<file path="src/pkg/spp_defines.svh">
// Opcodes, frame lengths, reset values, geometry and timing of the sector protect unit.
`ifndef SPP_DEFINES_SVH
`define SPP_DEFINES_SVH

// ----------------------------------------------------------------------
// Command opcodes
// ----------------------------------------------------------------------
`define SPP_OP_WRITE_ENABLE     8'h06
`define SPP_OP_GANG_LOCK        8'h7E
`define SPP_OP_GANG_UNLOCK      8'h98
`define SPP_OP_READ_DYN         8'hE0
`define SPP_OP_WRITE_DYN        8'hE1
`define SPP_OP_SOLID_PROGRAM    8'hE3
`define SPP_OP_SOLID_ERASE      8'hE4
`define SPP_OP_SOLID_MASK       8'hE5
`define SPP_OP_PWD_READ         8'h27
`define SPP_OP_PWD_WRITE        8'h28
`define SPP_OP_PWD_UNLOCK       8'h29

// ----------------------------------------------------------------------
// Whole bytes in a frame, opcode included
// ----------------------------------------------------------------------
`define SPP_LEN_OPCODE          4'h1
`define SPP_LEN_MASK            4'h2
`define SPP_LEN_ADDR            4'h4
`define SPP_LEN_WRITE_DYN       4'h5
`define SPP_LEN_PWD             4'h9
`define SPP_LEN_MAX             4'hF

// ----------------------------------------------------------------------
// Reset values and answer bytes
// ----------------------------------------------------------------------
`define SPP_MASK_RST            1'b1
`define SPP_PWD_RST             64'hFFFF_FFFF_FFFF_FFFF
`define SPP_BYTE_PROT           8'hFF
`define SPP_BYTE_UNPROT         8'h00
`define SPP_OE_SPI              4'h2
`define SPP_OE_QPI              4'hF

// ----------------------------------------------------------------------
// Geometry and timing
// ----------------------------------------------------------------------
`define SPP_BLOCK_LSB           16
`define SPP_SECTOR_LSB          12
`define SPP_CLK_MHZ             100
`define SPP_UNLOCK_US           2
`define SPP_PENALTY_US          100

`endif

</file>
<file path="src/pkg/spp_pkg.sv">
// Types shared by the sector protect unit.
package spp_pkg;

	// ------------------------------------------------------------------
	// Frame state, Gray coded along idle, opcode, payload, output
	// ------------------------------------------------------------------
	typedef enum logic [1:0] {
		ST_IDLE    = 2'b00,
		ST_OPCODE  = 2'b01,
		ST_PAYLOAD = 2'b11,
		ST_OUTPUT  = 2'b10
	} spp_state_t;

	// ------------------------------------------------------------------
	// Pins and straps that cross into the system clock domain
	// ------------------------------------------------------------------
	typedef struct packed {
		logic       cs_n;
		logic       sclk;
		logic [3:0] sio;
		logic       quad;
		logic       scheme_sel;
		logic       pwd_mode;
	} spp_pins_t;

endpackage

</file>
<file path="src/rtl/spp_sync.sv">
// Two flip-flop synchroniser for a group of asynchronous levels.
module spp_sync #(
	parameter int               WIDTH     = 1,
	parameter logic [WIDTH-1:0] RESET_VAL = '0
) (
	// Clock and reset
	input  wire logic             clk,
	input  wire logic             rst_n,
	// Levels
	input  wire logic [WIDTH-1:0] din,
	output logic      [WIDTH-1:0] dout
);

	logic [WIDTH-1:0] meta;

	// ------------------------------------------------------------------
	// The first stage feeds only the second stage.
	// ------------------------------------------------------------------
	always_ff @(posedge clk or negedge rst_n) begin
		if (!rst_n) begin
			meta <= RESET_VAL;
			dout <= RESET_VAL;
		end else begin
			meta <= din;
			dout <= meta;
		end
	end

endmodule // spp_sync

</file>
<file path="src/rtl/spp_timer.sv">
// Load-and-count-down timer that reports busy and a done pulse.
module spp_timer #(
	parameter int W = 16
) (
	// Clock and reset
	input  wire logic         clk,
	input  wire logic         rst_n,
	// Control
	input  wire logic         start,
	input  wire logic [W-1:0] load,
	// Status
	output logic              busy,
	output logic              done
);

	logic [W-1:0] count;

	if (W < 2) begin : g_bad_width
		$error("spp_timer needs at least two bits");
	end

	// ------------------------------------------------------------------
	// A start while busy is dropped; a load of n gives done n cycles on.
	// ------------------------------------------------------------------
	always_ff @(posedge clk or negedge rst_n) begin
		if (!rst_n) begin
			count <= '0;
			busy  <= 1'b0;
			done  <= 1'b0;
		end else begin
			done <= 1'b0;
			if (start && !busy) begin
				count <= load;
				busy  <= 1'b1;
			end else if (busy) begin
				if (count <= W'(1)) begin
					busy <= 1'b0;
					done <= 1'b1;
				end else begin
					count <= count - W'(1);
				end
			end
		end
	end

endmodule // spp_timer

</file>
<file path="src/rtl/spp_top.sv">
// Sector protect and password unit behind the serial command link.
// What this block does
// - One volatile dynamic bit per 4KB end sector, per 64KB block elsewhere.
// - Protected when dynamic bit is 1, or solid bit and mask both 1.
// - Every reset sets all dynamic bits to 1.
// - Write-dynamic command sets or clears one addressed bit.
// - Opcode 7Eh sets all dynamic bits, 98h clears them, opcode-only frames.
// - Read-dynamic returns 00h for a clear bit, FFh for a set one.
// - Gang commands act only while the scheme select input is 1.
// - Gang commands are rejected unless chip select rises on a byte boundary.
// - Gang commands work in single-line and four-line command mode.
// - Solid mask resets to 1; while 0 solid bits are ignored.
// - In password mode reset leaves the solid-bit lock at 0.
// - Correct unlock sets the solid-bit lock; busy clears at completion.
// - Password written by write command, read back until mode is locked.
// - After password mode locks, password is neither readable nor writable.
// - Password starts all ones; writes only clear bits.
// - Wrong password sets the failure flag and holds busy 100us.
// - Correct password skips the penalty and leaves failure flag at 0.
// - In password mode, without a prior password write the solid-bit lock never becomes 1.
// - While the solid-bit lock is 0 solid bit program and erase are ignored; the mask command still acts.
`include "spp_defines.svh"

module spp_top #(
	parameter int NUM_BLOCKS     = 256,
	parameter int PENALTY_CYCLES = `SPP_PENALTY_US * `SPP_CLK_MHZ
) (
	// Clock and reset
	input  wire logic        SYS_CLK,
	input  wire logic        RST_N,
	// Serial command link
	input  wire logic        CS_N,
	input  wire logic        SCLK,
	input  wire logic [3:0]  SIO_IN,
	output logic      [3:0]  SIO_OUT,
	output logic      [3:0]  SIO_OE,
	// Mode levels
	input  wire logic        QUAD_MODE,
	input  wire logic        PROT_SCHEME_SEL,
	input  wire logic        PWD_MODE_LOCKED,
	// Protection query from the array controller
	input  wire logic [23:0] QUERY_ADDR,
	output logic             QUERY_PROT,
	// Status
	output logic             WRITE_IN_PROGRESS,
	output logic             PROT_FAIL,
	output logic             WRITE_ENABLE_LATCH,
	output logic             SOLID_BIT_LOCK
);

	// ------------------------------------------------------------------
	// Geometry
	// ------------------------------------------------------------------
	localparam int BLK_W      = $clog2(NUM_BLOCKS);
	localparam int NBITS      = NUM_BLOCKS + 30;
	localparam int IDX_W      = $clog2(NBITS);
	localparam int TMR_W      = 16;
	localparam int UNLOCK_CYC = `SPP_UNLOCK_US * `SPP_CLK_MHZ;

	if (NUM_BLOCKS < 4 || NUM_BLOCKS > 256 || (1 << BLK_W) != NUM_BLOCKS) begin : g_bad_blocks
		$error("NUM_BLOCKS must be a power of two from 4 to 256");
	end
	if (PENALTY_CYCLES < 2 || PENALTY_CYCLES > (1 << TMR_W)) begin : g_bad_penalty
		$error("PENALTY_CYCLES does not fit the timer");
	end

	// End blocks are split into 16 sectors; middle blocks keep one bit each.
	function automatic logic [IDX_W-1:0] sector_index(input logic [23:0] a);
		logic [BLK_W-1:0] blk;
		logic [3:0]       sec;
		blk = a[`SPP_BLOCK_LSB +: BLK_W];
		sec = a[`SPP_SECTOR_LSB +: 4];
		if (blk == '0) begin
			return IDX_W'(sec);
		end else if (blk == BLK_W'(NUM_BLOCKS - 1)) begin
			return IDX_W'(NUM_BLOCKS + 14) + IDX_W'(sec);
		end else begin
			return IDX_W'(blk) + IDX_W'(15);
		end
	endfunction

	// ------------------------------------------------------------------
	// Input synchronisation and edge detection
	// ------------------------------------------------------------------
	spp_pkg::spp_pins_t pins_raw;
	spp_pkg::spp_pins_t pins;
	logic               sclk_d;
	logic               cs_d;

	assign pins_raw = '{cs_n: CS_N, sclk: SCLK, sio: SIO_IN, quad: QUAD_MODE,
	                    scheme_sel: PROT_SCHEME_SEL, pwd_mode: PWD_MODE_LOCKED};

	spp_sync #(
		.WIDTH     ($bits(spp_pkg::spp_pins_t)),
		.RESET_VAL (9'h100)
	) u_sync (
		.clk   (SYS_CLK),
		.rst_n (RST_N),
		.din   (pins_raw),
		.dout  (pins)
	);

	always_ff @(posedge SYS_CLK or negedge RST_N) begin
		if (!RST_N) begin
			sclk_d <= 1'b0;
			cs_d   <= 1'b1;
		end else begin
			sclk_d <= pins.sclk;
			cs_d   <= pins.cs_n;
		end
	end

	logic       selected;
	logic       sclk_rise;
	logic       sclk_fall;
	logic       cs_rise;
	logic [3:0] step;

	assign selected  = !pins.cs_n;
	assign sclk_rise = selected && pins.sclk && !sclk_d;
	assign sclk_fall = selected && !pins.sclk && sclk_d;
	assign cs_rise   = pins.cs_n && !cs_d;
	assign step      = pins.quad ? 4'h4 : 4'h1;

	// ------------------------------------------------------------------
	// Byte assembly
	// ------------------------------------------------------------------
	logic [7:0]  shreg;
	logic [3:0]  bitcnt;
	logic [3:0]  byte_cnt;
	logic [7:0]  opcode;
	logic [23:0] addr;
	logic [63:0] data;
	logic [7:0]  next_shift;
	logic [3:0]  next_bits;
	logic        byte_done;

	assign next_shift = pins.quad ? {shreg[3:0], pins.sio} : {shreg[6:0], pins.sio[0]};
	assign next_bits  = bitcnt + step;
	assign byte_done  = sclk_rise && (next_bits == 4'h8);

	always_ff @(posedge SYS_CLK or negedge RST_N) begin
		if (!RST_N) begin
			shreg  <= '0;
			bitcnt <= '0;
		end else if (!selected) begin
			bitcnt <= '0;
		end else if (sclk_rise) begin
			shreg  <= next_shift;
			bitcnt <= byte_done ? 4'h0 : next_bits;
		end
	end

	always_ff @(posedge SYS_CLK or negedge RST_N) begin
		if (!RST_N) begin
			byte_cnt <= '0;
		end else if (!selected) begin
			byte_cnt <= '0;
		end else if (byte_done && byte_cnt != `SPP_LEN_MAX) begin
			byte_cnt <= byte_cnt + 4'h1;
		end
	end

	// The first payload byte lands in the low byte of data after eight bytes.
	always_ff @(posedge SYS_CLK or negedge RST_N) begin
		if (!RST_N) begin
			opcode <= '0;
			addr   <= '0;
			data   <= '0;
		end else if (byte_done) begin
			if (byte_cnt == 4'h0) begin
				opcode <= next_shift;
			end else begin
				data <= {next_shift, data[63:8]};
				if (byte_cnt < `SPP_LEN_ADDR) begin
					addr <= {addr[15:0], next_shift};
				end
			end
		end
	end

	// ------------------------------------------------------------------
	// Frame state
	// ------------------------------------------------------------------
	spp_pkg::spp_state_t state;

	always_ff @(posedge SYS_CLK or negedge RST_N) begin
		if (!RST_N) begin
			state <= spp_pkg::ST_IDLE;
		end else if (!selected) begin
			state <= spp_pkg::ST_IDLE;
		end else begin
			case (state)
				spp_pkg::ST_IDLE: begin
					state <= spp_pkg::ST_OPCODE;
				end
				spp_pkg::ST_OPCODE: begin
					if (byte_done) begin
						if (next_shift == `SPP_OP_PWD_READ && !pins.pwd_mode) begin
							state <= spp_pkg::ST_OUTPUT;
						end else begin
							state <= spp_pkg::ST_PAYLOAD;
						end
					end
				end
				spp_pkg::ST_PAYLOAD: begin
					if (byte_done && opcode == `SPP_OP_READ_DYN &&
					    byte_cnt == `SPP_LEN_ADDR - 4'h1) begin
						state <= spp_pkg::ST_OUTPUT;
					end
				end
				default: begin
					state <= spp_pkg::ST_OUTPUT;
				end
			endcase
		end
	end

	// ------------------------------------------------------------------
	// Command execution at the closing chip select edge
	// ------------------------------------------------------------------
	logic [NBITS-1:0] dyn_bits;
	logic [NBITS-1:0] solid_bits;
	logic             solid_mask;
	logic [63:0]      pwd;
	logic             pwd_written;
	logic             unlock_ok;
	logic             tmr_busy;
	logic             tmr_done;
	logic             exec;
	logic             mod_ok;
	logic             pwd_match;
	logic [IDX_W-1:0] cmd_idx;

	// A partial trailing byte leaves the frame unexecuted.
	assign exec      = cs_rise && state != spp_pkg::ST_IDLE && bitcnt == 4'h0;
	assign mod_ok    = exec && WRITE_ENABLE_LATCH && !WRITE_IN_PROGRESS;
	assign pwd_match = (data == pwd) && pwd_written;
	assign cmd_idx   = sector_index(addr);

	logic do_write_enable_cmd;
	logic do_gang_lock;
	logic do_gang_unlock;
	logic do_write_dyn;
	logic do_mask;
	logic do_solid_prog;
	logic do_solid_erase;
	logic do_pwd_write;
	logic do_unlock;
	logic is_mod_op;

	assign do_write_enable_cmd        = exec && opcode == `SPP_OP_WRITE_ENABLE && byte_cnt == `SPP_LEN_OPCODE;
	assign do_gang_lock   = mod_ok && pins.scheme_sel && opcode == `SPP_OP_GANG_LOCK &&
	                        byte_cnt == `SPP_LEN_OPCODE;
	assign do_gang_unlock = mod_ok && pins.scheme_sel && opcode == `SPP_OP_GANG_UNLOCK &&
	                        byte_cnt == `SPP_LEN_OPCODE;
	assign do_write_dyn   = mod_ok && opcode == `SPP_OP_WRITE_DYN &&
	                        byte_cnt == `SPP_LEN_WRITE_DYN;
	assign do_mask        = mod_ok && opcode == `SPP_OP_SOLID_MASK && byte_cnt == `SPP_LEN_MASK;
	assign do_solid_prog  = mod_ok && SOLID_BIT_LOCK && opcode == `SPP_OP_SOLID_PROGRAM &&
	                        byte_cnt == `SPP_LEN_ADDR;
	assign do_solid_erase = mod_ok && SOLID_BIT_LOCK && opcode == `SPP_OP_SOLID_ERASE &&
	                        byte_cnt == `SPP_LEN_OPCODE;
	assign do_pwd_write   = mod_ok && !pins.pwd_mode && opcode == `SPP_OP_PWD_WRITE &&
	                        byte_cnt == `SPP_LEN_PWD;
	assign do_unlock      = mod_ok && opcode == `SPP_OP_PWD_UNLOCK && byte_cnt == `SPP_LEN_PWD;
	assign is_mod_op      = cs_rise && state != spp_pkg::ST_IDLE &&
	                        (opcode == `SPP_OP_GANG_LOCK || opcode == `SPP_OP_GANG_UNLOCK ||
	                         opcode == `SPP_OP_WRITE_DYN || opcode == `SPP_OP_SOLID_MASK ||
	                         opcode == `SPP_OP_SOLID_PROGRAM || opcode == `SPP_OP_SOLID_ERASE ||
	                         opcode == `SPP_OP_PWD_WRITE || opcode == `SPP_OP_PWD_UNLOCK);

	always_ff @(posedge SYS_CLK or negedge RST_N) begin
		if (!RST_N) begin
			WRITE_ENABLE_LATCH <= 1'b0;
		end else if (do_write_enable_cmd) begin
			WRITE_ENABLE_LATCH <= 1'b1;
		end else if (is_mod_op) begin
			WRITE_ENABLE_LATCH <= 1'b0;
		end
	end

	always_ff @(posedge SYS_CLK or negedge RST_N) begin
		if (!RST_N) begin
			dyn_bits <= '1;
		end else if (do_gang_lock) begin
			dyn_bits <= '1;
		end else if (do_gang_unlock) begin
			dyn_bits <= '0;
		end else if (do_write_dyn) begin
			dyn_bits[cmd_idx] <= (data[63:56] != `SPP_BYTE_UNPROT);
		end
	end

	// Solid bits are kept here as plain flops; their slow program cycle is not modelled.
	always_ff @(posedge SYS_CLK or negedge RST_N) begin
		if (!RST_N) begin
			solid_bits <= '0;
		end else if (do_solid_erase) begin
			solid_bits <= '0;
		end else if (do_solid_prog) begin
			solid_bits[cmd_idx] <= 1'b1;
		end
	end

	always_ff @(posedge SYS_CLK or negedge RST_N) begin
		if (!RST_N) begin
			solid_mask <= `SPP_MASK_RST;
		end else if (do_mask) begin
			solid_mask <= data[56];
		end
	end

	always_ff @(posedge SYS_CLK or negedge RST_N) begin
		if (!RST_N) begin
			pwd         <= `SPP_PWD_RST;
			pwd_written <= 1'b0;
		end else if (do_pwd_write) begin
			pwd         <= pwd & data;
			pwd_written <= 1'b1;
		end
	end

	// ------------------------------------------------------------------
	// Password unlock, penalty timer and solid-bit lock
	// ------------------------------------------------------------------
	spp_timer #(
		.W (TMR_W)
	) u_timer (
		.clk   (SYS_CLK),
		.rst_n (RST_N),
		.start (do_unlock),
		// Loaded one short, because busy falls a cycle after the timer's done pulse.
		.load  (pwd_match ? TMR_W'(UNLOCK_CYC - 1) : TMR_W'(PENALTY_CYCLES - 1)),
		.busy  (tmr_busy),
		.done  (tmr_done)
	);

	always_ff @(posedge SYS_CLK or negedge RST_N) begin
		if (!RST_N) begin
			WRITE_IN_PROGRESS       <= 1'b0;
			unlock_ok <= 1'b0;
		end else if (do_unlock) begin
			WRITE_IN_PROGRESS       <= 1'b1;
			unlock_ok <= pwd_match;
		end else if (tmr_done) begin
			WRITE_IN_PROGRESS <= 1'b0;
		end
	end

	always_ff @(posedge SYS_CLK or negedge RST_N) begin
		if (!RST_N) begin
			PROT_FAIL <= 1'b0;
		end else if (do_unlock) begin
			PROT_FAIL <= !pwd_match;
		end
	end

	// The mode strap is caught only once the synchroniser has settled after reset.
	logic [1:0] init_cnt;

	always_ff @(posedge SYS_CLK or negedge RST_N) begin
		if (!RST_N) begin
			init_cnt <= '0;
		end else if (init_cnt != 2'h3) begin
			init_cnt <= init_cnt + 2'h1;
		end
	end

	always_ff @(posedge SYS_CLK or negedge RST_N) begin
		if (!RST_N) begin
			SOLID_BIT_LOCK <= 1'b0;
		end else if (init_cnt == 2'h2) begin
			SOLID_BIT_LOCK <= !pins.pwd_mode;
		end else if (tmr_done && unlock_ok) begin
			SOLID_BIT_LOCK <= 1'b1;
		end
	end

	// ------------------------------------------------------------------
	// Read answers, shifted out on falling serial clock edges
	// ------------------------------------------------------------------
	logic [7:0] out_shift;
	logic [3:0] out_bits;
	logic [2:0] out_idx;
	logic [7:0] cur_byte;
	logic [7:0] src;
	logic       load_byte;

	always_comb begin
		if (opcode == `SPP_OP_READ_DYN) begin
			cur_byte = dyn_bits[cmd_idx] ? `SPP_BYTE_PROT : `SPP_BYTE_UNPROT;
		end else begin
			cur_byte = pwd[{out_idx, 3'b000} +: 8];
		end
	end

	assign load_byte = (out_bits == 4'h0);
	assign src       = load_byte ? cur_byte : out_shift;

	always_ff @(posedge SYS_CLK or negedge RST_N) begin
		if (!RST_N) begin
			SIO_OUT   <= '0;
			SIO_OE    <= '0;
			out_shift <= '0;
			out_bits  <= '0;
			out_idx   <= '0;
		end else if (state != spp_pkg::ST_OUTPUT || !selected) begin
			SIO_OUT  <= '0;
			SIO_OE   <= '0;
			out_bits <= '0;
			out_idx  <= '0;
		end else if (sclk_fall) begin
			SIO_OUT   <= pins.quad ? src[7:4] : {2'b00, src[7], 1'b0};
			SIO_OE    <= pins.quad ? `SPP_OE_QPI : `SPP_OE_SPI;
			out_shift <= pins.quad ? {src[3:0], 4'h0} : {src[6:0], 1'b0};
			out_bits  <= (load_byte ? 4'h8 : out_bits) - step;
			if (load_byte) begin
				out_idx <= out_idx + 3'h1;
			end
		end
	end

	// ------------------------------------------------------------------
	// Protection query for program and erase
	// ------------------------------------------------------------------
	logic [IDX_W-1:0] query_idx;

	assign query_idx = sector_index(QUERY_ADDR);

	always_ff @(posedge SYS_CLK or negedge RST_N) begin
		if (!RST_N) begin
			QUERY_PROT <= 1'b1;
		end else begin
			QUERY_PROT <= dyn_bits[query_idx] ||
			              (solid_bits[query_idx] && solid_mask);
		end
	end

endmodule // spp_top

</file>
<file path="config.mk">
export PLATFORM = sky130hd
export DESIGN_NAME = spp_top
export DESIGN_NICKNAME = d
export VERILOG_FILES = /design/src/pkg/spp_pkg.sv /design/src/rtl/spp_sync.sv /design/src/rtl/spp_timer.sv /design/src/rtl/spp_top.sv
export VERILOG_INCLUDE_DIRS = /design/src /design/src/pkg
export SDC_FILE = /design/constraint.sdc
export NUM_CORES = 2
export LEC_CHECK = 0
export ABC_AREA = 1
export BUFFER_PORTS_ARGS = -buffer_cell sky130_fd_sc_hd__buf_2
export CAP_MARGIN = 25
export CORE_UTILIZATION = 43
export DETAILED_ROUTE_END_ITERATION = 10
export GPL_TIMING_DRIVEN = 0
export HOLD_SLACK_MARGIN = 0.06
export PLACE_DENSITY_LB_ADDON = 0.25
export REMOVE_ABC_BUFFERS = 1
export SLEW_MARGIN = 0
export SYNTH_ARGS = -nofsm -noshare
export SYNTH_HDL_FRONTEND = slang
export SYNTH_SLANG_ARGS = --single-unit
</file>
<file path="constraint.sdc">
create_clock -name SYS_CLK -period 4.9 [get_ports SYS_CLK]
set_clock_uncertainty 0.2 [all_clocks]
set_input_delay 0.98 -clock SYS_CLK [delete_from_list [all_inputs] [get_ports SYS_CLK]]
set_output_delay 0.98 -clock SYS_CLK [all_outputs]
set_load 0.01 [all_outputs]
</file>
==> results.tsv <==
stage	metric	value	unit
synth	syn_area	48200	µm²
clock_tree	clock_latency	0.71	ns
setup_path	critPathRequiredTime	5.33	ns
final_layout	syn_to_final_growth	14.6	%
run_status	outcome	finished clean	
synth	synth_top_cell_by_area	dfrtp_1	
setup_path	start_kind	input pin	
power	sequentialPowerShare	44.2	%
sta	fmax	209	MHz
sta	grt_setup_unrepaired	true	
final_layout	layout-drive-gt1-share	17.4	%
synth	ys_ff_latch	817	
final_layout	final_common_cell	nand2_1	
global_routing	grt_pass1_wl	257000	µm
power	p_leak	22.9	nW
routing	drcViolationCount	0	
setup_path	cp_max_fo	36	
synth	yosysSeqAreaShare	43.3	%
synth	ys_types	61	
power	power_frac_comb	6.7	%
setup_path	slowest_delay	0.41	ns
hold_path	hp-class	reg -> reg	
sta	fin_tns_setup	0	ns
floorplan	io-pin-count	48	
routing	drtAntennaViolNets	0	
routing	vias_per_cell	5.84	
sta	worst_pin_slew	1.02	ns
flow_run	drv_cap	0	
final_layout	fin_nets	6345	
synth	synthTopCellsByArea	dfrtp_1, dfstp_2, nand2_1	
power	p_clk_share	49.0	%
power	p_switching	3.84	mW
clock_tree	cts_sinks	817	
power	max-vdd-ir-drop	0.000253	V
routing	first_iter_violations	4453	
power	p_per_area	279	nW/µm²
final_layout	post-route-util	49.8	%
power	sw_frac_of_total	25.0	%
global_routing	grt_overflow	0	
floorplan	die_area	113000	µm²
synth	synth_top_flop_cell	dfrtp_1	
routing	drt-pass1-iter-count	7	
setup_path	setup.worst_path.class	in -> reg	
setup_path	path_buf_inv	7	
setup_path	slowest_stage	inv_2	
global_routing	grt_usage	29.1	%
clock_tree	clockRootBuffer	clkbuf_16	
setup_path	r2r_slack	0.18	ns
clock_tree	h-tree-depth	3	
power	finalPower	15.4	mW
place	gp_congestion	0.820	
synth	synth.top_cell.area_share	24.0	%
clock_tree	cts.clk_slew.worst_paths	0.06	ns
sta	max_slew_margin	32.2	%
setup_path	critPathCaptureType	register	
sta	hold_viol	0	
floorplan	die_h	337	µm
clock_tree	clock_path_buffers	3	
setup_path	worstPathCellList	buf_2 > inv_1 > nor3_2 > nand2_1 > nand2_1 > nand3_4 > buf_16 > inv_2 > buf_12 > nand2_2 > inv_1 > o21ai_0 > o221ai_1 > nand3_1 > nand2_1 > nand2_1 > o21ai_1 > nand2_1 > nand2_1 > nand2_1 > inv_1	
floorplan	core	111000	µm²
clock_tree	cts_made_buffers	97	
global_routing	grt_max_degree	114	
synth	synth-edff-count	0	
place	port_buffers	35	
routing	vias	45500	
final_layout	layout_common_cells	nand2_1, o21ai_0, inv_1	
final_layout	layout.cells.non_filler	7799	
routing	wl_per_cell	21.4	µm
setup_path	cp_top_family	simple AND/OR/NAND/NOR gates	
setup_path	arrival	5.22	ns
floorplan	die_w	337	µm
setup_path	cpMostUsedCell	nand2_1	
synth	synth_cells	6375	
global_routing	grt_antenna_before_repair	4	
floorplan	rows	122	
synth	ys.warnings.count	0	
floorplan	start_util	43.4	%
sta	fin_crit_sh	97.7	%
place	dpl.cell_count	7590	
routing	wl	167000	µm
sta	drv_slew	0	
sta	final-setup-viol-count	0	
synth	ys_async_sr_fraction	100	%
global_routing	grt_pass1_vias	43700	
power	internal-power	11.6	mW
sta	period_minus_slack	4.79	ns
clock_tree	cts_tree	built	
synth	syn_avg_cell_area	7.56	µm²
place	dp_hpwl	104000	µm
==> power groups by stage <==
| stage | Clock (mW) | Sequential (mW) | Combinational (mW) |
|---|---|---|---|
| final | 7.55 | 6.81 | 1.04 |
| after global routing | 7.90 | 6.81 | 1.11 |
| after CTS | 7.65 | 6.81 | 1.02 |
| after detailed placement | 0 | 6.92 | 0.990 |
| after global placement | 0 | 6.92 | 0.962 |
| after floorplan | 0 | 6.92 | 0.475 |
==> synth_stat cells (4+ instances only) <==
master / n
nor3_1: 17
xnor2_1: 4
o21ba_2: 173
a22oi_1: 7
dfstp_2: 355
buf_2: 110
mux2_2: 92
nor4_1: 31
or2_2: 10
inv_2: 16
nand2_2: 5
ha_1: 85
or4_1: 6
inv_1: 505
o21ai_1: 115
dfrtp_1: 462
a221oi_1: 7
o21ai_0: 1044
buf_4: 26
nor2_2: 14
o22ai_1: 28
nand3_1: 218
a211oi_1: 16
o221ai_1: 27
clkbuf_1: 304
xor2_1: 7
nand2_1: 1735
o211ai_1: 140
a21oi_1: 205
nor2_4: 5
nor2_1: 398
nand4_1: 135
nand3_2: 4
o31ai_1: 6
buf_1: 24
==> layer usage <==
layer / share of wire [%] / global-route usage (%)
met1: 42 / 39.4
met4: 3.9 / 11.6
met5: 0.013 / 0
met3: 9.5 / 5.61
met2: 45 / 45.9
==> flip-flops by register name (all words and copies together), names as in the netlist, 7 cells and up <==
register / cells
shreg: 7
opcode: 8
dyn_bits: 286
u_sync.meta: 9
solid_bits: 286
pwd: 64
out_shift: 7
u_timer.count: 16
u_sync.dout: 9
data: 64
addr: 24
==> per-stage QoR <==
stage	cell area (µm²)	worst slack, ns	hold slack, ns
floorplan	46200	-11.20	0.131
global placement	48200	-34.13	0.132
detailed placement	51600	-1.06	0.135
CTS	55100	0.0317	0.147
global route	55200	-0.0494	0.151
finish	55200	0.112	0.145
==> kinds of logic after synthesis <==
group,after synthesis,share of synthesized area (%)
AO/OA/AOI/OAI,1784,21.7
AND/OR/NAND/NOR,2590,22.1
buffers and inverters,992,8.26
XOR/XNOR,11,0.200
adder cells (fa/ha/maj),85,2.21
flip-flops,817,43.3
multiplexers,96,2.24
==> repair_timing <==
action                                  4_1_cts  5_1_grt
hold buffers                                  1        0
setup buffers                                 7        9
pin swaps                                     4        4
gates resized for setup                       6       16
hold endpoints to repair                     30        0
endpoints found under the setup margin      190       51
cloned                                        4        3
==> path summary, 6_finish.rpt <==
kind                                               start                          end  cells past startpoint
worst max-delay path                      QUERY_ADDR[22]         QUERY_PROT$_DFF_PN1_                     21
worst min-delay path            u_sync.meta[7]$_DFF_PN0_     u_sync.dout[7]$_DFF_PN0_                      0
worst max register to register      addr[16]$_DFFE_PN0P_    dyn_bits[277]$_DFFE_PN1P_                     17
worst min register to register  u_sync.meta[7]$_DFF_PN0_     u_sync.dout[7]$_DFF_PN0_                      0
max in group asynchronous                          RST_N         data[38]$_DFFE_PN0P_                      6
min in group asynchronous                          RST_N  solid_bits[206]$_DFFE_PN0P_                      2
==> final cells by class <==
type	instances	area (µm²)
flip-flops and latches	817	20900
fillers	10600	55700
multi-input cells	4572	23700
clock buffers	155	2940
inverters	524	2000
well taps	1488	1860
diodes	1	2.50
clock inverters	29	374
repair buffers	213	3430
Power figures use the tool's default switching activity.
